**src/rtl/mode_pkg.sv**
```systemverilog
// Constants shared by the operating mode select block.
// Assumes a 32-bit APB master on pclk and mode pins that are stable around reset release.
// Summary of operation
// - Reset mode comes from three mode pins.
// - Pins captured into mode bits at reset release.
// - Three-bit code decodes to eight modes.
// - Only limited mode changes while running.
// - Each mode sets map and bus configuration.
// - Normal modes protect control bits from writes.
// - Special single-chip starts with debug active.
// - Normal modes refuse debug until enabled.
// - Single-chip modes: ports A, B general purpose.
// - Wide mode: ports A, B carry 16-bit data.
// - Narrow mode: port A carries 8-bit data.
// - Narrow word: high byte, then low, address+1.
// - Expanded/peripheral unmap port A, B registers.
// - Port E registers unmapped per mode, emulation.
// - Port K registers unmapped per mode, emulation.
// - Reserved locations read as zero.
// - Mode bit writes: once normal, special skip first.
// - Peripheral mode only through reset; core idle.
package mode_pkg;

    // Register byte offsets.
    localparam logic [11:0] MODE_OFF   = 12'h000;
    localparam logic [11:0] STATUS_OFF = 12'h004;

    // Mode register field positions.
    localparam int SMN_BIT    = 7;
    localparam int MB_BIT     = 6;
    localparam int MA_BIT     = 5;
    localparam int ESTR_BIT   = 4;
    localparam int IVIS_BIT   = 3;
    localparam int EBSWAI_BIT = 2;
    localparam int EMK_BIT    = 1;
    localparam int EME_BIT    = 0;

    // Values after reset: code, and option bits {estr, ivis, ebswai, emk, eme}.
    localparam logic [2:0] MODE_CODE_RST = 3'h0;
    localparam logic [4:0] OPT_RST_SPEC  = 5'h1B;
    localparam logic [4:0] OPT_RST_NORM  = 5'h10;

    // Mode codes {special_mode_not, mode_b, mode_a}.
    localparam logic [2:0] MODE_NSC  = 3'h4;
    localparam logic [2:0] MODE_NXN  = 3'h5;
    localparam logic [2:0] MODE_NRSV = 3'h6;
    localparam logic [2:0] MODE_NXW  = 3'h7;
    localparam logic [2:0] MODE_SSC  = 3'h0;
    localparam logic [2:0] MODE_SXN  = 3'h1;
    localparam logic [2:0] MODE_SPER = 3'h2;
    localparam logic [2:0] MODE_SXW  = 3'h3;

    // Low two code bits that select the peripheral pattern.
    localparam logic [1:0] AB_PERIPH = 2'h2;

    // External bus sequencer states.
    typedef enum logic [2:0] {
        BUS_IDLE = 3'b001,
        BUS_HIGH = 3'b010,
        BUS_LOW  = 3'b100
    } bus_state_t;

endpackage

```
**src/rtl/operating_mode_select.sv**
```systemverilog
// Operating mode latch, mode register, map decode, debug gate and bus sequencer.
// Assumes an APB master on pclk and a bus requester on pclk that waits for ext_ready.
`timescale 1ns/1ns
module operating_mode_select
    import mode_pkg::*;
(
    input  wire logic        pclk,
    input  wire logic        presetn,
    input  wire logic [11:0] paddr,
    input  wire logic        psel,
    input  wire logic        penable,
    input  wire logic        pwrite,
    input  wire logic [31:0] pwdata,
    output logic             pready,
    output logic [31:0]      prdata,
    output logic             pslverr,
    input  wire logic        background_pin,
    input  wire logic        mode_pin_b,
    input  wire logic        mode_pin_a,
    input  wire logic        bg_enable_cmd,
    input  wire logic        debug_op_req,
    output logic             debug_op_grant,
    output logic             debug_active,
    output logic             cpu_active,
    output logic             protect_active,
    output logic [2:0]       mode_code,
    output logic             port_a_bus,
    output logic             port_b_bus,
    output logic             port_b_data,
    output logic             port_ab_mapped,
    output logic             port_e_mapped,
    output logic             port_k_mapped,
    output logic             mode_reg_mapped,
    output logic             ext_clock_stretch,
    input  wire logic        ext_req,
    input  wire logic [15:0] ext_addr,
    input  wire logic [15:0] ext_wdata,
    output logic             ext_ready,
    output logic             bus_cycle,
    output logic             bus_byte_high,
    output logic [15:0]      bus_addr,
    output logic [15:0]      bus_data
);

    logic [2:0]  pin_meta_reg;
    logic [2:0]  pin_sync_reg;
    logic        latched_reg;
    logic [2:0]  mode_code_reg;
    logic [2:0]  mode_code_next;
    logic [4:0]  opt_reg;
    logic [4:0]  opt_next;
    logic        once_reg;
    logic        first_reg;
    logic        debug_en_reg;
    bus_state_t  state_reg;
    logic [15:0] bus_addr_reg;
    logic [15:0] bus_data_reg;
    logic [7:0]  lo_byte_reg;
    wire         is_special;
    wire         is_periph;
    wire         is_single;
    wire         is_narrow;
    wire         is_wide;
    wire         is_expanded;
    wire         apb_wr;
    wire         wr_mode;
    wire         take_norm;
    wire         take_spec;
    wire         ab_legal;
    wire [31:0]  status_word;

    ////////////////////////////////////////////////////////////////////////////
    // Mode pin synchroniser. No reset, so pin levels flow through during reset
    // and are valid at the release edge.
    always_ff @(posedge pclk) begin
        pin_meta_reg <= {background_pin, mode_pin_b, mode_pin_a};
        pin_sync_reg <= pin_meta_reg;
    end

    ////////////////////////////////////////////////////////////////////////////
    // Mode decode. Reserved 110 behaves as peripheral, like 010.
    assign is_special  = ~mode_code_reg[2];
    assign is_periph   = (mode_code_reg[1:0] == AB_PERIPH);
    assign is_single   = (mode_code_reg[1:0] == 2'h0);
    assign is_narrow   = (mode_code_reg[1:0] == 2'h1);
    assign is_wide     = (mode_code_reg[1:0] == 2'h3);
    assign is_expanded = is_narrow | is_wide;

    // Bus, map and protection configuration per mode.
    assign port_a_bus      = latched_reg & ~is_single;
    assign port_b_bus      = latched_reg & ~is_single;
    assign port_b_data     = latched_reg & (is_wide | is_periph);
    assign port_ab_mapped  = is_single;
    assign port_e_mapped   = ~is_periph & ~(is_expanded & opt_reg[EME_BIT]);
    assign port_k_mapped   = ~is_periph & ~(is_expanded & opt_reg[EMK_BIT]);
    assign mode_reg_mapped = ~is_periph;
    assign cpu_active      = latched_reg & ~is_periph;
    assign protect_active  = ~is_special;
    assign mode_code       = mode_code_reg;
    // Stretch is forced in expanded modes since demultiplexing needs it.
    assign ext_clock_stretch = opt_reg[ESTR_BIT] | is_expanded;

    ////////////////////////////////////////////////////////////////////////////
    // Debug gate. Peripheral mode keeps debug off to avoid bus fights.
    assign debug_active   = debug_en_reg & ~is_periph;
    assign debug_op_grant = debug_op_req & debug_active;

    ////////////////////////////////////////////////////////////////////////////
    // APB slave: zero wait states, never an error.
    assign pready  = 1'b1;
    assign pslverr = 1'b0;
    assign apb_wr  = psel & penable & pwrite;
    assign wr_mode = apb_wr & (paddr == MODE_OFF) & latched_reg & ~is_periph;
    // Normal modes take one write; special modes skip the first.
    assign take_norm = ~is_special & ~once_reg;
    assign take_spec = is_special & first_reg;
    assign ab_legal  = (pwdata[MB_BIT:MA_BIT] != AB_PERIPH);
    assign status_word = {22'h0, latched_reg, debug_active, cpu_active, port_k_mapped,
                          port_e_mapped, port_ab_mapped, is_narrow, is_wide, is_periph,
                          is_special};

    // Read mux; reserved and unmapped addresses read zero.
    always_comb begin
        prdata = 32'h0000_0000;
        if (paddr == MODE_OFF && ~is_periph) begin
            prdata = {24'h0, mode_code_reg, ext_clock_stretch, opt_reg[3:0]};
        end else if (paddr == STATUS_OFF) begin
            prdata = status_word;
        end
    end

    ////////////////////////////////////////////////////////////////////////////
    // Next mode code and options on a mode register write.
    always_comb begin
        mode_code_next = mode_code_reg;
        opt_next       = opt_reg;
        if (wr_mode) begin
            if (take_spec) begin
                mode_code_next[2] = pwdata[SMN_BIT];
            end
            if ((take_norm | take_spec) & ab_legal) begin
                mode_code_next[1:0] = pwdata[MB_BIT:MA_BIT];
            end
            if (take_norm | is_special) begin
                opt_next[ESTR_BIT] = pwdata[ESTR_BIT];
            end
            if (take_norm | take_spec) begin
                opt_next[IVIS_BIT] = pwdata[IVIS_BIT];
                opt_next[EMK_BIT]  = pwdata[EMK_BIT];
                opt_next[EME_BIT]  = pwdata[EME_BIT];
            end
            if (~is_special) begin
                opt_next[EBSWAI_BIT] = pwdata[EBSWAI_BIT];
            end
        end
    end

    // Mode state. The first edge after reset release captures the pins.
    always_ff @(posedge pclk or negedge presetn) begin
        if (!presetn) begin
            latched_reg   <= 1'b0;
            mode_code_reg <= MODE_CODE_RST;
            opt_reg       <= OPT_RST_NORM;
            once_reg      <= 1'b0;
            first_reg     <= 1'b0;
            debug_en_reg  <= 1'b0;
        end else if (!latched_reg) begin
            latched_reg   <= 1'b1;
            mode_code_reg <= pin_sync_reg;
            opt_reg       <= pin_sync_reg[2] ? OPT_RST_NORM : OPT_RST_SPEC;
            debug_en_reg  <= (pin_sync_reg == MODE_SSC);
        end else begin
            mode_code_reg <= mode_code_next;
            opt_reg       <= opt_next;
            once_reg      <= once_reg | (wr_mode & ~is_special);
            first_reg     <= first_reg | (wr_mode & is_special);
            debug_en_reg  <= debug_en_reg | bg_enable_cmd;
        end
    end

    ////////////////////////////////////////////////////////////////////////////
    // External bus sequencer. Narrow mode splits a word into two byte cycles.
    assign ext_ready     = (state_reg == BUS_IDLE) & is_expanded;
    assign bus_cycle     = ~state_reg[0];
    assign bus_byte_high = state_reg[1] & is_narrow;
    assign bus_addr      = bus_addr_reg;
    assign bus_data      = bus_data_reg;

    always_ff @(posedge pclk or negedge presetn) begin
        if (!presetn) begin
            state_reg    <= BUS_IDLE;
            bus_addr_reg <= 16'h0000;
            bus_data_reg <= 16'h0000;
            lo_byte_reg  <= 8'h00;
        end else begin
            unique case (state_reg)
                BUS_IDLE: begin
                    if (ext_req & is_expanded) begin
                        state_reg    <= BUS_HIGH;
                        bus_addr_reg <= ext_addr;
                        lo_byte_reg  <= ext_wdata[7:0];
                        // Narrow carries the high byte first, wide the whole word.
                        bus_data_reg <= is_narrow ? {8'h00, ext_wdata[15:8]}
                                                  : ext_wdata;
                    end
                end
                BUS_HIGH: begin
                    if (is_narrow) begin
                        state_reg    <= BUS_LOW;
                        bus_addr_reg <= bus_addr_reg + 16'h0001;
                        bus_data_reg <= {8'h00, lo_byte_reg};
                    end else begin
                        state_reg <= BUS_IDLE;
                    end
                end
                BUS_LOW: begin
                    state_reg <= BUS_IDLE;
                end
            endcase
        end
    end
endmodule

```
**config.mk**
```make
export PLATFORM = sky130hd
export DESIGN_NAME = operating_mode_select
export DESIGN_NICKNAME = d
export VERILOG_FILES = /design/src/rtl/mode_pkg.sv /design/src/rtl/operating_mode_select.sv
export SDC_FILE = /design/constraint.sdc
export NUM_CORES = 1
export LEC_CHECK = 0
export BUFFER_PORTS_ARGS = -buffer_cell sky130_fd_sc_hd__buf_2
export CORE_UTILIZATION = 30
export CTS_BUF_LIST = sky130_fd_sc_hd__clkbuf_8
export CTS_CLUSTER_SIZE = 12
export DETAILED_ROUTE_END_ITERATION = 8
export PLACE_DENSITY = 0.52
export SYNTH_ARGS = -nofsm -noshare
export SYNTH_HDL_FRONTEND = slang
export SYNTH_SLANG_ARGS = --single-unit
export TNS_END_PERCENT = 1
```
**constraint.sdc**
```tcl
create_clock -name pclk -period 2 [get_ports pclk]
set_input_delay 0.2 -clock pclk [delete_from_list [all_inputs] [get_ports pclk]]
set_output_delay 0.2 -clock pclk [all_outputs]
set_load 0.01 [all_outputs]
```
After elaboration in Yosys (flattened, before gate mapping)
Index checks and enable logic that the tools add are counted.
{ "op_classes": {"n_addsub": 1, "muxes": 24, "bitwise": 37, "reduce_logical": 12, "n_eq_ne": 16} }
{ "ops": {"columns": ["operator", "count"], "rows": [
  ["$mux W16", 5],
  ["$pmux W16 S2", 2],
  ["$and A1 B1 Y1", 22],
  ["$mux W10", 2],
  ["$add A16 B1 Y16 const B", 1],
  ["$ne A2 B1 Y1 const B", 7],
  ["$eq A12 B3 Y1 const B", 1],
  ["$logic_not A12 Y1", 1],
  ["$mux W3", 4],
  ["$reduce_and A2 Y1", 6],
  ["$mux W5", 2],
  ["$pmux W3 S3", 1],
  ["$or A1 B1 Y1", 8],
  ["$not A1 Y1", 7],
  ["$mux W1", 5],
  ["$eq A2 B2 Y1 const B", 2],
  ["$mux W2", 2],
  ["$mux W4", 1],
  ["$ne A2 B2 Y1 const B", 2],
  ["$eq A3 B1 Y1 const B", 1],
  ["$eq A3 B2 Y1 const B", 1],
  ["$eq A3 B3 Y1 const B", 1],
  ["$logic_not A3 Y1", 1],
  ["$reduce_and A3 Y1", 1],
  ["4 further kinds", 4]
]} }
{ "word_totals": {"out_inout_bits": 84, "register_bits": 61, "elab_cells": 105, "in_bits": 87} }

Depth between registers and ports, before layout
{ "logic_depth": {"depth_word": 7, "mapped_depth": 7, "mapped_depth_nobuf": 5} }

Worst setup path after synthesis
No wires, ideal clock.
{ "synth_timing": {"path_kind": "flip-flop to flip-flop", "start": "register mode_code_reg[1], in the netlist mode_code[1]", "end": "register mode_code_reg[1], in the netlist mode_code[1]", "setup_ps": 94, "slack_ps": 246, "required_time_ps": 1906, "n_path_buf": 2, "synth_period_minus_slack_ps": 1754, "path_stages_with_launch": 8, "arrival_time_ps": 1660, "path_cell_list": "dfrtp_1 -> buf_6 -> nor2b_4 -> buf_6 -> clkinv_4 -> nand4_4 -> or4_1 -> a211oi_1"} }
{ "synth_between": {"elab_chain_len": 5} }
{ "synth_rtl": {"columns": ["item", "line", "source"], "rows": [
  ["start, declared", "operating_mode_select.sv:48", "logic [2:0] mode_code_reg;"],
  ["start signal, assigned", "operating_mode_select.sv:169", "mode_code_reg <= pin_sync_reg;"],
  ["start signal, assigned", "operating_mode_select.sv:173", "mode_code_reg <= mode_code_next;"],
  ["$eq A2 B2 Y1", "operating_mode_select.sv:83", "assign is_periph = (mode_code_reg[1:0] == AB_PERIPH);"],
  ["$not A1 Y1", null, null],
  ["via mode_reg_mapped", "operating_mode_select.sv:33", "output logic mode_reg_mapped,"],
  ["$and A1 B1 Y1", "operating_mode_select.sv:113", "assign wr_mode = apb_wr & (paddr == MODE_OFF) & latched_reg & ~is_periph;"],
  ["$ne A2 B1 Y1 (no source line)", null, null],
  ["$reduce_and A2 Y1 (no source line)", null, null]
]} }
The timed path passes the listed nets, and every way through them passes these cells.
A chain may end at the register's enable or synchronous reset.

Worst setup path after layout
{ "layout_timing": {"start": "register state_reg[2]", "end": "register bus_addr_reg[0], in the netlist bus_addr[0]"} }
{ "layout_between": {"elab_chain_len": 3, "word_cells_on_any_way": 7, "classes_between": "4 x eq/ne; 1 x mux; 2 x reduce/logical"} }
{ "layout_rtl": {"columns": ["item", "line", "source"], "rows": [
  ["start, declared", "operating_mode_select.sv:55", "bus_state_t state_reg;"],
  ["start signal, assigned", "operating_mode_select.sv:191", "state_reg <= BUS_IDLE;"],
  ["start signal, assigned", "operating_mode_select.sv:199", "state_reg <= BUS_HIGH;"],
  ["start signal, assigned", "operating_mode_select.sv:209", "state_reg <= BUS_LOW;"],
  ["$eq A3 B2 Y1 or $eq A3 B1 Y1 (tied branches)", "operating_mode_select.sv:196", "unique case (state_reg)"],
  ["$ne A2 B2 Y1 (no source line) (tied with other cells)", null, null],
  ["$reduce_and A3 Y1 (no source line)", null, null],
  ["end signal, assigned", "operating_mode_select.sv:200", "bus_addr_reg <= ext_addr;"],
  ["end signal, assigned", "operating_mode_select.sv:210", "bus_addr_reg <= bus_addr_reg + 16'h0001;"],
  ["end, declared", "operating_mode_select.sv:56", "logic [15:0] bus_addr_reg;"]
]} }
Several ways; a longest one is shown, not always the timed one.

==> metrics.md <==
| Metric | Value |
|---|---|
| Placement Setup Slack | 0.159 ns |
| Count of state elements after synthesis | just over 60 |
| Vias in the first global route | ~3000 |
| Antenna cell count | 0 |
| Run status | finished clean |
| Count of different cell masters after synthesis | 60 |
| Sum of internal, switching and leakage power | ~0.0052 W |
| PnR worst setup slack | between 0.15 and 0.2 ns |
| Number of cells produced by synthesis | 379 |
| Total number of vias | approximately 3300 |
| Slowest cell on the critical path | dfrtp_1 |
| Min-delay worst type | primary input to flop |
| Chain of cells forming the critical path | nand4bb_1, inv_2, a22oi_4, buf_4, nor3_1, a211o_1 |
| Fraction of synthesis flops using an asynchronous set or reset pin | 90.2% |
| DIE HEIGHT | 110 µm |
| FF/Latch Area | between 0.001 and 0.0015 mm² |
| First-pass GRT wire length | 15.6 mm |
| TritonCTS clock tree | yes |
| Die Area | between 0.01 and 0.015 mm² |
| Final hold violation count | 0 |
| Avg Inst Size Synth | just over 9 µm² |
| Number of iterations in the first detailed-routing pass | 4 |
| Fmax achieved | between 500 and 600 MHz |
| Critical path fanouts, max | 13 |
| Period utilisation layout | between 90% and 100% |
| Final setup vio count | 0 |
| Max H-tree Level | 3 |
| Pwr Density | around 1200 mW/mm² |
| Element type at the critical path start | flop |
| Count of fill cells added during filler insertion | ~1200 |
| Clock edge transition at the registers on the reported setup and hold paths | around 0.080 ns |
| DR vias/cell | approximately 5.0 |
| Fraction of layout cells with a size suffix above 1 | between 30% and 40% |
| Clock Root Buffer | clkbuf_8 |
| Antenna Violating Nets Remaining | 0 |
| WL per Instance | ~15 µm |
| Total number of yosys warnings | 0 |
| Slew Limit Fails | 0 |
| Final RePlAce weighted congestion | 0.812 |
| Switching fraction of total power | 37.8% |
| Critical path class | flop to flop |
| Worst-Skew Late Latency | 0.35 ns |
| Share of total power in the clock network | around 25% |
| Total net switching power | about 0.0020 W |
| Antenna violations before repair | 0 |
| Most used cells in the layout excluding fill and tap cells | buf_2, nand2_1, dfrtp_1, nor2_1, conb_1 |
| Leakage power summed over all cells | around 2.3 nW |
| Largest vdd supply drop | 0.000497 V |
| Input/output buffers | 122 |
| Post-synth design cell area | ~0.0035 mm² |
| Sequential fraction of design power | 39.3% |
| Core area | between 0.01 and 0.015 mm² |
| Area growth from synthesis to final layout | 28.9% |
| CP Capture Type | flop |
| Grt ovf | 0 |
| Half-perimeter wire length of the detailed placement result | around 7.1 mm |
| Number of buffers added for setup after CTS | 0 |
| Maximum clock insertion buffer count | 2 |
| Total routing resource utilization after global routing | between 10% and 20% |
| Count of maximum capacitance violations | 0 |
| Max Clock Skew | ~0.0097 ns |
| Post-route DRC | 0 |
| Area of the multi-input gates | approximately 0.0017 mm² |
| Initial core utilization | 30.7% |
| Number of sinks on the clock net | between 60 and 70 |
| Most frequent standard cell in the layout excluding fill and tap cells | buf_2 |
| Final non-filler cell total | ~660 |
| Unrepaired setup endpoints after global routing | false |
| Min cycle time layout | around 1.8 ns |
| Drt initial violations | around 160 |
| Required time of the worst setup path | 2.23 ns |
| Final-stage net count | around 600 |
| Data arrival, critical path | just over 2 ns |
| Largest net degree at the start of global routing | 56 |
| Internal power | between 0.003 and 0.004 W |
| Core Rows | 39 |
| Part of the total power dissipated in combinational logic | 36.2% |
| Main flop type after synthesis | dfrtp_1 |
| Die Wd | around 110 µm |
| R2r setup slk | 0.20 ns |
| Total clock buffers created by CTS | 9 |
| Number of enable-type register cells in the synthesized netlist | 0 |
| Delay of the slowest cell on the worst path | between 0.4 and 0.5 ns |
| Aggregate negative setup slack | 0 ns |
| Final routed wirelength across all metal layers | slightly below 10 mm |
| Count of pins on the block boundary | between 150 and 200 |
| Inst Count DP | about 640 |
| Fraction of the yosys area taken by sequential cells | a little over two fifths |
| Utilization of the core after routing | around two fifths |
## stage by stage
step,hold WS (ns),cell area [µm²]
3_3_place_gp,0.234,4230
6_report,0.0600,4500
3_5_place_dp,0.232,4230
2_1_floorplan,-0.0956,3580
4_1_cts,0.0485,4500
5_1_grt,0.0566,4500
## worst max-delay path: cells and delay by family (launching register included)
| family | cells | cell delay [ns] |
|---|---|---|
| AO/OA/AOI/OAI | 2 | 0.53 |
| flip-flops | 1 | 0.48 |
| AND/OR/NAND/NOR | 2 | 0.32 |
| buffers and inverters | 2 | 0.35 |
## power groups by stage
| stage | Sequential (W) | Combinational [W] | Clock, W |
|---|---|---|---|
| 2_1_floorplan | 0.00214 | 0.00110 | 0 |
| 3_3_place_gp | 0.00206 | 0.00190 | 0 |
| 3_5_place_dp | 0.00208 | 0.00191 | 0 |
| 4_1_cts | 0.00206 | 0.00193 | 0.00132 |
| 5_1_grt | 0.00213 | 0.00215 | 0.00138 |
| 6_report | 0.00206 | 0.00190 | 0.00128 |
## cell families after synthesis
family,count (synthesis),synth area share (%)
simple gates,151,22.5
compound gates,90,19.3
flops,61,42.9
buf+inv,58,10.1
mux,15,4.34
other cells,2,0.215
fa+ha+maj,1,0.358
xor+xnor,1,0.251
## cell type report
class / instances / area share, %
Clock buffer: 10 / 3.06
Clock inverter: 6 / 2.09
Inverter: 10 / 0.945
Multi-Input combinational cell: 283 / 38.4
Sequential cell: 61 / 33.3
Tap cell: 143 / 3.98
Timing Repair Buffer: 145 / 18.2
## repair_timing
item	4_1_cts	5_1_grt
setup endpoints to repair	0	1
endpoints found under the hold margin	56	0
resized for setup	0	1
hold buffers	4	0
## synthesized netlist by cell type, drive strengths merged (6+ instances only)
cell type	instances	area share [%]
a21o	9	1.9
o21ai	7	1.0
a21oi	15	2.2
buf	37	7.7
nor4	7	1.7
mux2i	14	4.0
nand3	6	0.86
nand2	55	5.9
inv	9	0.97
nor2	36	3.9
dfrtp	53	38
a311oi	6	1.5
nand4	8	1.9
clkbuf	11	1.2
dfxtp	6	3.4
a211oi	16	3.4
a32o	8	2.3
## worst paths after layout
path | start | to | depth (start not counted)
worst min register to register | pin_meta_reg[2] | pin_sync_reg[2] | 0
worst max-delay path | state_reg[2] | bus_addr[0] | 6
max in group asynchronous | presetn | opt_reg[4] | 3
min in group asynchronous | presetn | bus_addr[12] | 3
worst min-delay path | ext_wdata[5] | lo_byte_reg[5] | 3
worst max register to register | state_reg[2] | bus_addr[0] | 6
## per-layer routing
layer  vias to the layer above  GRT usage [%]  wire length (µm)
met5                         -              0                 0
met4                         0           3.71                77
met3                         8           4.86               564
met2                       108           27.5              4560
met1                      1592           22.3              4550
li1                       1587              -                 -
(Power assumes the default switching activity.)
